File: src/inc/pfc_defs.vh
// register map, field layout and reset values of the pll fabric control block
`ifndef PFC_DEFS_VH
`define PFC_DEFS_VH

// word indexes, byte address is four times the index
`define PFC_REG_CTRL     3'h0
`define PFC_REG_DIVS     3'h1
`define PFC_REG_OUT0     3'h2
`define PFC_REG_OUT1     3'h3
`define PFC_REG_OUT2     3'h4
`define PFC_REG_STAT     3'h5
`define PFC_REG_IRQ_STAT 3'h6
`define PFC_REG_IRQ_MASK 3'h7

// control: feedback mode and output enables
`define PFC_CTRL_FB      1:0
`define PFC_CTRL_EN      4:2
`define PFC_CTRL_RST     5'h04
`define PFC_FB_INTERNAL  2'h0
`define PFC_FB_LOCAL     2'h1
`define PFC_FB_CORE      2'h2

// divider register: pre-divider, multiplier, post-divider
`define PFC_DIVS_N       3:0
`define PFC_DIVS_M       11:4
`define PFC_DIVS_O       15:12
`define PFC_DIVS_RST     16'h1011

// output register: divider and phase in 45 degree steps
`define PFC_OUT_C        8:0
`define PFC_OUT_PH       11:9
`define PFC_OUT_RST      12'h001

// status bits and interrupt causes
`define PFC_IRQ_LOCK     0
`define PFC_IRQ_UNLOCK   1
`define PFC_IRQ_CFGERR   2

// stable detector periods before lock is declared
`define PFC_LOCK_CNT     8'h10
`define PFC_MAX_VCO_MUL  22'h0000ff

`endif

File: src/pfc_pll_fabric_control.v
// fabric-side control, lock detection and output dividers of a synthesizing pll
//
// What this block does
// - pass selected reference of four by select
// - reset low holds pll, high starts acquiring
// - lock high on lock, low on loss
// - stopped reference leaves lock indicator unchanged
// - lock indicator unsynchronized, pulses may be short
// - three divided output clocks for global network
// - pre-divider, multiplier, post-divider, output dividers
// - internal feedback frequency relations
// - local/core feedback relations, product at most 255
// - post-divider 1,2,4,8; two or more if several
// - phase shift limited by output divider value
// - feedback mode sets input to output alignment
`timescale 1ns/100ps
`default_nettype none
`include "pfc_defs.vh"

module pfc_pll_fabric_control (
    input  wire        ref_clk_i,
    input  wire        reset_n_i,
    input  wire [3:0]  ref_clock_inputs_i,
    input  wire [1:0]  ref_clock_select_i,
    input  wire        pll_reset_n_i,
    input  wire        feedback_clock_in_i,
    input  wire [2:0]  avs_address_i,
    input  wire        avs_read_i,
    input  wire        avs_write_i,
    input  wire [31:0] avs_writedata_i,
    input  wire [3:0]  avs_byteenable_i,
    output wire        avs_waitrequest_o,
    output wire [31:0] avs_readdata_o,
    output wire        synth_clock_0_o,
    output wire        synth_clock_1_o,
    output wire        synth_clock_2_o,
    output wire        locked_o,
    output wire        irq_o
);

    // ----------------------------------------------------------------
    // register storage
    // ----------------------------------------------------------------
    reg  [4:0]  ctrl_ff;
    reg  [15:0] divs_ff;
    reg  [11:0] out_ff [0:2];
    reg  [2:0]  irq_stat_ff;
    reg  [2:0]  irq_mask_ff;
    reg         ack_ff;
    reg  [31:0] readdata_ff;

    // ----------------------------------------------------------------
    // pll state
    // ----------------------------------------------------------------
    reg         ref_prev_ff;
    reg         fb_prev_ff;
    reg         fb_seen_ff;
    reg  [3:0]  n_cnt_ff;
    reg  [15:0] per_cnt_ff;
    reg  [15:0] per_ff;
    reg  [7:0]  good_ff;
    reg         locked_ff;
    reg         err_prev_ff;
    reg  [15:0] acc_ff;
    wire [2:0]  clk_q;

    wire [1:0]  fb_mode = ctrl_ff[`PFC_CTRL_FB];
    wire [2:0]  clk_en  = ctrl_ff[`PFC_CTRL_EN];
    wire [3:0]  div_n   = divs_ff[`PFC_DIVS_N];
    wire [7:0]  div_m   = divs_ff[`PFC_DIVS_M];
    wire [3:0]  div_o   = divs_ff[`PFC_DIVS_O];

    // ----------------------------------------------------------------
    // byte-lane merge for register writes
    // ----------------------------------------------------------------
    function [31:0] pfc_merge;
        input [31:0] old_v;
        input [31:0] new_v;
        input [3:0]  be;
        integer      k;
        begin
            pfc_merge = old_v;
            for (k = 0; k < 4; k = k + 1) begin
                if (be[k]) begin
                    pfc_merge[k*8 +: 8] = new_v[k*8 +: 8];
                end
            end
        end
    endfunction

    // allowed phase steps for a given output divider
    function pfc_phase_ok;
        input [8:0] c_v;
        input [2:0] ph;
        begin
            if (ph == 3'h0) begin
                pfc_phase_ok = 1'b1;
            end else if (c_v == 9'h002) begin
                pfc_phase_ok = (ph == 3'h2) | (ph == 3'h4) | (ph == 3'h6);
            end else if (c_v == 9'h004) begin
                pfc_phase_ok = (ph == 3'h1) | (ph == 3'h2) | (ph == 3'h3);
            end else if (c_v == 9'h006) begin
                pfc_phase_ok = (ph == 3'h2);
            end else begin
                pfc_phase_ok = 1'b0;
            end
        end
    endfunction

    // ----------------------------------------------------------------
    // configuration checks
    // ----------------------------------------------------------------
    wire [8:0]  c0      = out_ff[0][`PFC_OUT_C];
    wire        o_legal = (div_o == 4'h1) | (div_o == 4'h2) |
                          (div_o == 4'h4) | (div_o == 4'h8);
    wire        multi   = (clk_en == 3'h3) | (clk_en == 3'h5) |
                          (clk_en == 3'h6) | (clk_en == 3'h7);
    wire [21:0] fb_mul  = div_m * div_o * {1'b0, c0};
    wire        fb_ext  = (fb_mode != `PFC_FB_INTERNAL);
    reg         out_bad;
    integer     j;

    always @* begin
        out_bad = 1'b0;
        for (j = 0; j < 3; j = j + 1) begin
            if (out_ff[j][`PFC_OUT_C] == 9'h000) begin
                out_bad = 1'b1;
            end
            if (out_ff[j][`PFC_OUT_C] > 9'h100) begin
                out_bad = 1'b1;
            end
            if (clk_en[j] &&
                !pfc_phase_ok(out_ff[j][`PFC_OUT_C], out_ff[j][`PFC_OUT_PH])) begin
                out_bad = 1'b1;
            end
        end
    end

    wire cfg_err = (div_n == 4'h0) | (div_m == 8'h00) | out_bad |
                   !o_legal | (multi & (div_o == 4'h1)) |
                   (fb_mode == 2'h3) |
                   (fb_ext & (fb_mul > `PFC_MAX_VCO_MUL));

    // pll runs only with reset released and a legal setting
    wire run = pll_reset_n_i & ~cfg_err;

    // ----------------------------------------------------------------
    // reference selection and pre-divider
    // ----------------------------------------------------------------
    // a select change while running may add a false edge; the user
    // keeps the pll in reset across it, so no guard here
    wire ref_lvl  = ref_clock_inputs_i[ref_clock_select_i];
    wire ref_rise = ref_lvl & ~ref_prev_ff;
    wire fb_rise  = feedback_clock_in_i & ~fb_prev_ff;
    wire n_wrap   = (n_cnt_ff >= div_n - 4'h1);
    wire pfd_tick = run & ref_rise & n_wrap;
    wire [15:0] per_now = per_cnt_ff + 16'h0001;
    wire        stable  = (per_now <= per_ff + 16'h0001) &&
                          (per_now + 16'h0001 >= per_ff);
    wire        fb_ok   = (fb_mode != `PFC_FB_CORE) | fb_seen_ff;

    always @(posedge ref_clk_i or negedge reset_n_i) begin
        if (!reset_n_i) begin
            ref_prev_ff <= 1'b0;
            fb_prev_ff  <= 1'b0;
            fb_seen_ff  <= 1'b0;
            n_cnt_ff    <= 4'h0;
            per_cnt_ff  <= 16'h0000;
            per_ff      <= 16'h0000;
            good_ff     <= 8'h00;
            locked_ff   <= 1'b0;
        end else begin
            ref_prev_ff <= ref_lvl;
            fb_prev_ff  <= feedback_clock_in_i;
            if (!run) begin
                n_cnt_ff   <= 4'h0;
                per_cnt_ff <= 16'h0000;
                per_ff     <= 16'h0000;
                good_ff    <= 8'h00;
                locked_ff  <= 1'b0;
                fb_seen_ff <= 1'b0;
            end else begin
                if (per_cnt_ff != 16'hffff) begin
                    per_cnt_ff <= per_now;
                end
                if (fb_rise) begin
                    fb_seen_ff <= 1'b1;
                end
                if (ref_rise) begin
                    n_cnt_ff <= n_wrap ? 4'h0 : n_cnt_ff + 4'h1;
                end
                // lock is judged only on detector edges, so a stopped
                // reference freezes the indicator where it was
                if (pfd_tick) begin
                    per_cnt_ff <= 16'h0000;
                    per_ff     <= per_now;
                    fb_seen_ff <= fb_rise;
                    if (stable && fb_ok) begin
                        if (good_ff == `PFC_LOCK_CNT) begin
                            locked_ff <= 1'b1;
                        end else begin
                            good_ff <= good_ff + 8'h01;
                        end
                    end else begin
                        good_ff   <= 8'h00;
                        locked_ff <= 1'b0;
                    end
                end
            end
        end
    end

    // ----------------------------------------------------------------
    // oscillator model: m_eff ticks spread over one detector period
    // ----------------------------------------------------------------
    wire [7:0]  m_eff  = fb_ext ? fb_mul[7:0] : div_m;
    wire [16:0] acc_up = {1'b0, acc_ff} + {9'h000, m_eff};
    wire        osc_on = run & (per_ff != 16'h0000);
    wire        vco_tick = osc_on & (acc_up >= {1'b0, per_ff});
    // external feedback realigns the oscillator to every detector edge
    wire        resync = ~run | (fb_ext & pfd_tick);

    always @(posedge ref_clk_i or negedge reset_n_i) begin
        if (!reset_n_i) begin
            acc_ff <= 16'h0000;
        end else if (resync || !osc_on) begin
            acc_ff <= 16'h0000;
        end else if (vco_tick) begin
            acc_ff <= acc_up[15:0] - per_ff;
        end else begin
            acc_ff <= acc_up[15:0];
        end
    end

    // ----------------------------------------------------------------
    // post-divider and output dividers, counted in oscillator ticks
    // ----------------------------------------------------------------
    genvar g;
    generate
        for (g = 0; g < 3; g = g + 1) begin : g_out
            reg  [12:0] cnt_ff;
            reg         clk_ff;
            wire [12:0] modv  = div_o * out_ff[g][`PFC_OUT_C];
            wire [15:0] offw  = modv * out_ff[g][`PFC_OUT_PH];
            wire [12:0] off   = offw[15:3];
            wire [12:0] start = (off == 13'h0000) ? 13'h0000 : modv - off;
            wire [12:0] nxt_cnt = (cnt_ff + 13'h0001 >= modv) ?
                                  13'h0000 : cnt_ff + 13'h0001;

            always @(posedge ref_clk_i or negedge reset_n_i) begin
                if (!reset_n_i) begin
                    cnt_ff <= 13'h0000;
                    clk_ff <= 1'b0;
                end else if (!clk_en[g] || resync) begin
                    cnt_ff <= start;
                    clk_ff <= 1'b0;
                end else if (modv == 13'h0001) begin
                    // undivided: one high cycle per oscillator tick
                    cnt_ff <= 13'h0000;
                    clk_ff <= vco_tick;
                end else if (vco_tick) begin
                    cnt_ff <= nxt_cnt;
                    clk_ff <= (nxt_cnt < {1'b0, modv[12:1]});
                end
            end

            assign clk_q[g] = clk_ff;
        end
    endgenerate

    assign synth_clock_0_o = clk_q[0];
    assign synth_clock_1_o = clk_q[1];
    assign synth_clock_2_o = clk_q[2];
    // drive the indicator straight out; consumers must resynchronize
    assign locked_o        = locked_ff;

    // ----------------------------------------------------------------
    // avalon-mm slave, one wait cycle per access
    // ----------------------------------------------------------------
    wire req    = avs_read_i | avs_write_i;
    wire wr_acc = avs_write_i & ack_ff;
    wire [31:0] wmask = pfc_merge(32'h00000000, 32'hffffffff, avs_byteenable_i);
    wire [2:0]  w1c   = avs_writedata_i[2:0] & wmask[2:0];
    reg  [31:0] rd_mux;
    // current value of the addressed register with the written lanes merged in
    wire [31:0] wr_merged = pfc_merge(rd_mux, avs_writedata_i, avs_byteenable_i);

    assign avs_waitrequest_o = req & ~ack_ff;
    assign avs_readdata_o    = readdata_ff;

    always @* begin
        case (avs_address_i)
            `PFC_REG_CTRL:     rd_mux = {27'h0000000, ctrl_ff};
            `PFC_REG_DIVS:     rd_mux = {16'h0000, divs_ff};
            `PFC_REG_OUT0:     rd_mux = {20'h00000, out_ff[0]};
            `PFC_REG_OUT1:     rd_mux = {20'h00000, out_ff[1]};
            `PFC_REG_OUT2:     rd_mux = {20'h00000, out_ff[2]};
            `PFC_REG_STAT:     rd_mux = {27'h0000000, run, ref_clock_select_i,
                                         cfg_err, locked_ff};
            `PFC_REG_IRQ_STAT: rd_mux = {29'h00000000, irq_stat_ff};
            `PFC_REG_IRQ_MASK: rd_mux = {29'h00000000, irq_mask_ff};
            default:           rd_mux = 32'h00000000;
        endcase
    end

    // ----------------------------------------------------------------
    // interrupt events, set wins over write-one-to-clear
    // ----------------------------------------------------------------
    reg  locked_prev_ff;
    wire [2:0] ev = {cfg_err & ~err_prev_ff,
                     ~locked_ff & locked_prev_ff,
                     locked_ff & ~locked_prev_ff};
    wire clr_sel = wr_acc & (avs_address_i == `PFC_REG_IRQ_STAT);

    assign irq_o = |(irq_stat_ff & irq_mask_ff);

    always @(posedge ref_clk_i or negedge reset_n_i) begin
        if (!reset_n_i) begin
            ack_ff         <= 1'b0;
            readdata_ff    <= 32'h00000000;
            ctrl_ff        <= `PFC_CTRL_RST;
            divs_ff        <= `PFC_DIVS_RST;
            out_ff[0]      <= `PFC_OUT_RST;
            out_ff[1]      <= `PFC_OUT_RST;
            out_ff[2]      <= `PFC_OUT_RST;
            irq_stat_ff    <= 3'h0;
            irq_mask_ff    <= 3'h0;
            locked_prev_ff <= 1'b0;
            err_prev_ff    <= 1'b0;
        end else begin
            ack_ff         <= req & ~ack_ff;
            locked_prev_ff <= locked_ff;
            err_prev_ff    <= cfg_err;
            if (avs_read_i && !ack_ff) begin
                readdata_ff <= rd_mux;
            end
            irq_stat_ff <= (irq_stat_ff & ~(clr_sel ? w1c : 3'h0)) | ev;
            if (wr_acc) begin
                case (avs_address_i)
                    `PFC_REG_CTRL:     ctrl_ff     <= wr_merged[4:0];
                    `PFC_REG_DIVS:     divs_ff     <= wr_merged[15:0];
                    `PFC_REG_OUT0:     out_ff[0]   <= wr_merged[11:0];
                    `PFC_REG_OUT1:     out_ff[1]   <= wr_merged[11:0];
                    `PFC_REG_OUT2:     out_ff[2]   <= wr_merged[11:0];
                    `PFC_REG_IRQ_MASK: irq_mask_ff <= wr_merged[2:0];
                    default: begin
                    end
                endcase
            end
        end
    end

endmodule // pfc_pll_fabric_control

`default_nettype wire

File: config.mk
export PLATFORM = sky130hd
export DESIGN_NAME = pfc_pll_fabric_control
export DESIGN_NICKNAME = d
export VERILOG_FILES = /design/src/pfc_pll_fabric_control.v
export VERILOG_INCLUDE_DIRS = /design/src /design/src/inc
export SDC_FILE = /design/constraint.sdc
export NUM_CORES = 1
export LEC_CHECK = 0
export ABC_AREA = 1
export BUFFER_PORTS_ARGS = -buffer_cell sky130_fd_sc_hd__buf_2
export CAP_MARGIN = 5
export CORE_UTILIZATION = 45
export CTS_BUF_LIST = sky130_fd_sc_hd__clkbuf_2 sky130_fd_sc_hd__clkbuf_4 sky130_fd_sc_hd__clkbuf_8
export DETAILED_ROUTE_END_ITERATION = 8
export PLACE_DENSITY_LB_ADDON = 0.08
export SYNTH_ARGS = -nofsm -noshare
export SYNTH_HDL_FRONTEND = slang
export SYNTH_SLANG_ARGS = --single-unit
File: constraint.sdc
create_clock -name ref_clk_i -period 27.8 [get_ports ref_clk_i]
set_clock_uncertainty 0.2 [all_clocks]
set_input_delay 1.39 -clock ref_clk_i [delete_from_list [all_inputs] [get_ports ref_clk_i]]
set_output_delay 1.39 -clock ref_clk_i [all_outputs]
set_load 0.005 [all_outputs]
==> metrics.md <==
| Metric | Value |
|---|---|
| Status | finished, final reports clean |
| Achievable Freq | 85.9 MHz |
| Total routed wirelength | 76.5 mm |
| Worst-Skew Late Latency | 0.57 ns |
| CP Capture Type | flip-flop |
| TritonCTS clock tree | done |
| Crit path top cell by count | nand2_1 |
| I/O pins | 89 |
| Async set-reset flop share out of synthesis | 100% |
| Final count of negative-setup-slack endpoints | 0 |
| DRC | 0 |
| Initial drt markers | 1803 |
| Worst-case clock buffer depth | 2 |
| Routability cong. | 0.902 |
| Synth Instances | 4217 |
| Initial core utilization | 45.6% |
| Hpwl dp | 62.2 mm |
| Vias in the first global route | 24400 |
| Worst setup SP type | flip-flop |
| Worst hold slack | 0.237 ns |
| R2R setup slack | 16.16 ns |
| Hold_buf cts | 0 |
| Vias per cell | 5.04 |
| Final Max Tran Viols | 0 |
| Pwr per Cell Area | 126 nW/µm² |
| Multi-input logic area | 19900 µm² |
| Die area | 63800 µm² |
| Synth area leaders | dfrtp_1 16%, ha_1 14%, nand2_1 14%, fa_1 12%, inv_1 11% |
| Post-synthesis sequential area ratio | 16.7% |
| Post-CTS setup buffers | 0 |
| Worst Hold Class | reg2reg |
| CTS H-Tree Depth | 4 |
| Synthesized flop and latch total | 188 |
| Peak supply drop | 0.0000674 V |
| Slowest cell delay on critical path | 0.56 ns |
| Clock Sinks | 188 |
| Share of layout cells above drive strength 1 | 4.37% |
| CTS Buf Count | 17 |
| Cell taking the most area after synthesis | dfrtp_1 |
| Die Wd | 253 µm |
| Clk slew on worst S/H paths | 0.13 ns |
| Area delta synth->final | 4.60% |
| FP Rows | 91 |
| Core area | 61900 µm² |
| Prevailing post-synth register cell | dfrtp_1 |
| Via count | 25500 |
| Synth cell types | 68 |
| Largest net degree at the start of global routing | 69 |
| Fill cells | 6634 |
| Worst-Margin Slew | 1.19 ns |
| Pleak | 16.8 nW |
| Crit path DAT | 11.89 ns |
| Critical path class | reg2reg |
| Final net count | 4745 |
| Crit-path max FO | 39 |
| Grt ovf | 0 |
| Relative slew slack | 19.7% |
| Syn avg cell area | 6.70 µm² |
| Crit-path slowest cell | fa_1 |
| Initial antenna violation count | 2 |
| PortBufs | 54 |
| WL/cell | 15.1 µm |
| Drt pass-1 iters | 6 |
| Number of enable flip-flop cells after synthesis | 0 |
| Cell area after synthesis | 28300 µm² |
| CTS resizes | 0 |
| Most frequent cell after synthesis | nand2_1 |
| RSZ-0062 raised after global routing | no |
| Synth warn | 0 |
| Global-route wire length before repair | 126 mm |
| Synth top area share | 16.0% |
| Gr usage total | 24.7% |
| Top cells by count, synth | 1059 x nand2_1, 826 x inv_1, 427 x nor2_1, 326 x ha_1, 230 x a21oi_1 |
| Final hold vios | 0 |
| Crit path required time | 28.05 ns |
| Fin crit share | 41.9% |
| Final setup TNS | 0 ns |
| Maxcap violations | 0 |
| Clock root cell | clkbuf_8 |
| Die Height | 253 µm |
| Minimum clock period | 11.64 ns |
| Post-route ant nets | 0 |
| Register area | 4710 µm² |
==> worst max-delay path, delay by kind of cell (launching register included) <==
family,cells,cell delay (ns)
xor gates and xnor gates,1,0.32
buffers and inverters,11,1.69
and+or+nand+nor,24,3.34
adders and majority gates,10,4.50
DFF,1,0.34
AOI/OAI and AO/OA,5,1.10
==> per-layer routing <==
metal / wire [µm] / global-route usage, % / vias up
met5: 10 / 0 / -
met4: 990 / 5.25 / 2
met3: 3250 / 2.89 / 47
met2: 33500 / 39.4 / 484
met1: 38800 / 35.7 / 11800
li1: - / - / 13200
==> cells by family after synthesis <==
kind of cell    share of synthesized area, %
buf+inv                                 13.2
flops                                   16.7
xor+xnor                                4.95
simple gates                            28.3
compound gates                          10.6
fa+ha+maj                               26.2
other cells                           0.0133
==> sequential cells by signal (all words and copies together) (netlist names) <==
register	flops
good_ff	8
synth_clock_1_o	1
divs_ff	16
fb_seen_ff	1
per_cnt_ff	16
per_ff	16
synth_clock_2_o	1
irq_stat_ff	3
acc_ff	16
ack_ff	1
locked_o	1
n_cnt_ff	4
out_ff	27
locked_prev_ff	1
c0	9
g_out.cnt_ff	39
synth_clock_0_o	1
err_prev_ff	1
fb_prev_ff	1
irq_mask_ff	3
ctrl_ff	5
ref_prev_ff	1
avs_readdata_o	16
==> power by group <==
part	internal [W]	switching [W]	total, W
logic	0.00113	0.00193	0.00306
clock network	0.0000805	0.000136	0.000216
registers	0.000355	0.000109	0.000464
==> placed cells by master (no fill, tap or decap), types with 11 or more instances in the layout <==
cell type	synthesis	layout
xnor2_1	44	44
clkbuf_8	0	18
nor4_1	11	11
o21ai_0	169	169
ha_1	326	326
a21oi_1	230	230
conb_1	1	16
buf_4	23	12
nand4_1	64	64
fa_1	166	166
nor2_1	427	427
nand2_1	1059	1059
or2_2	29	29
inv_1	826	826
nand3_1	163	163
nand3b_1	23	23
o22ai_1	29	29
nor3_1	71	70
dfrtp_1	181	181
buf_2	28	53
xor2_1	114	114
a31oi_1	14	14
==> per-stage QoR <==
stage	util, %	total power [W]	std cells	worst slack, ns	area, µm²
after floorplan	-	0.00284	4232	18.36	28300
after global placement	47.0	0.00352	5020	16.30	29100
after detailed placement	47.0	0.00353	5020	16.22	29100
after CTS	47.7	0.00377	5052	16.19	29600
after global routing	47.7	0.00427	5053	15.37	29600
final	47.7	0.00374	5053	16.16	29600
==> area by class of cell <==
type	count	area share [%]
Antenna cell	1	0.00846
Clock inverter	14	0.639
Multi-Input combinational cell	3096	67.2
Inverter	833	10.6
Sequential cell	188	15.9
Tap cell	837	3.54
Timing Repair Buffer	66	1.25
Clock buffer	18	0.838
==> final timing paths <==
check,startpoint,cells after the start,to
max in group asynchronous,reset_n_i,2,ack_ff
min,err_prev_ff,1,irq_stat_ff[2]
min reg2reg,err_prev_ff,1,irq_stat_ff[2]
max,divs_ff[15],51,g_out[0].cnt_ff[8]
min in group asynchronous,reset_n_i,1,g_out[2].cnt_ff[6]
max reg2reg,divs_ff[15],51,g_out[0].cnt_ff[8]
(Power assumes the default switching activity.)
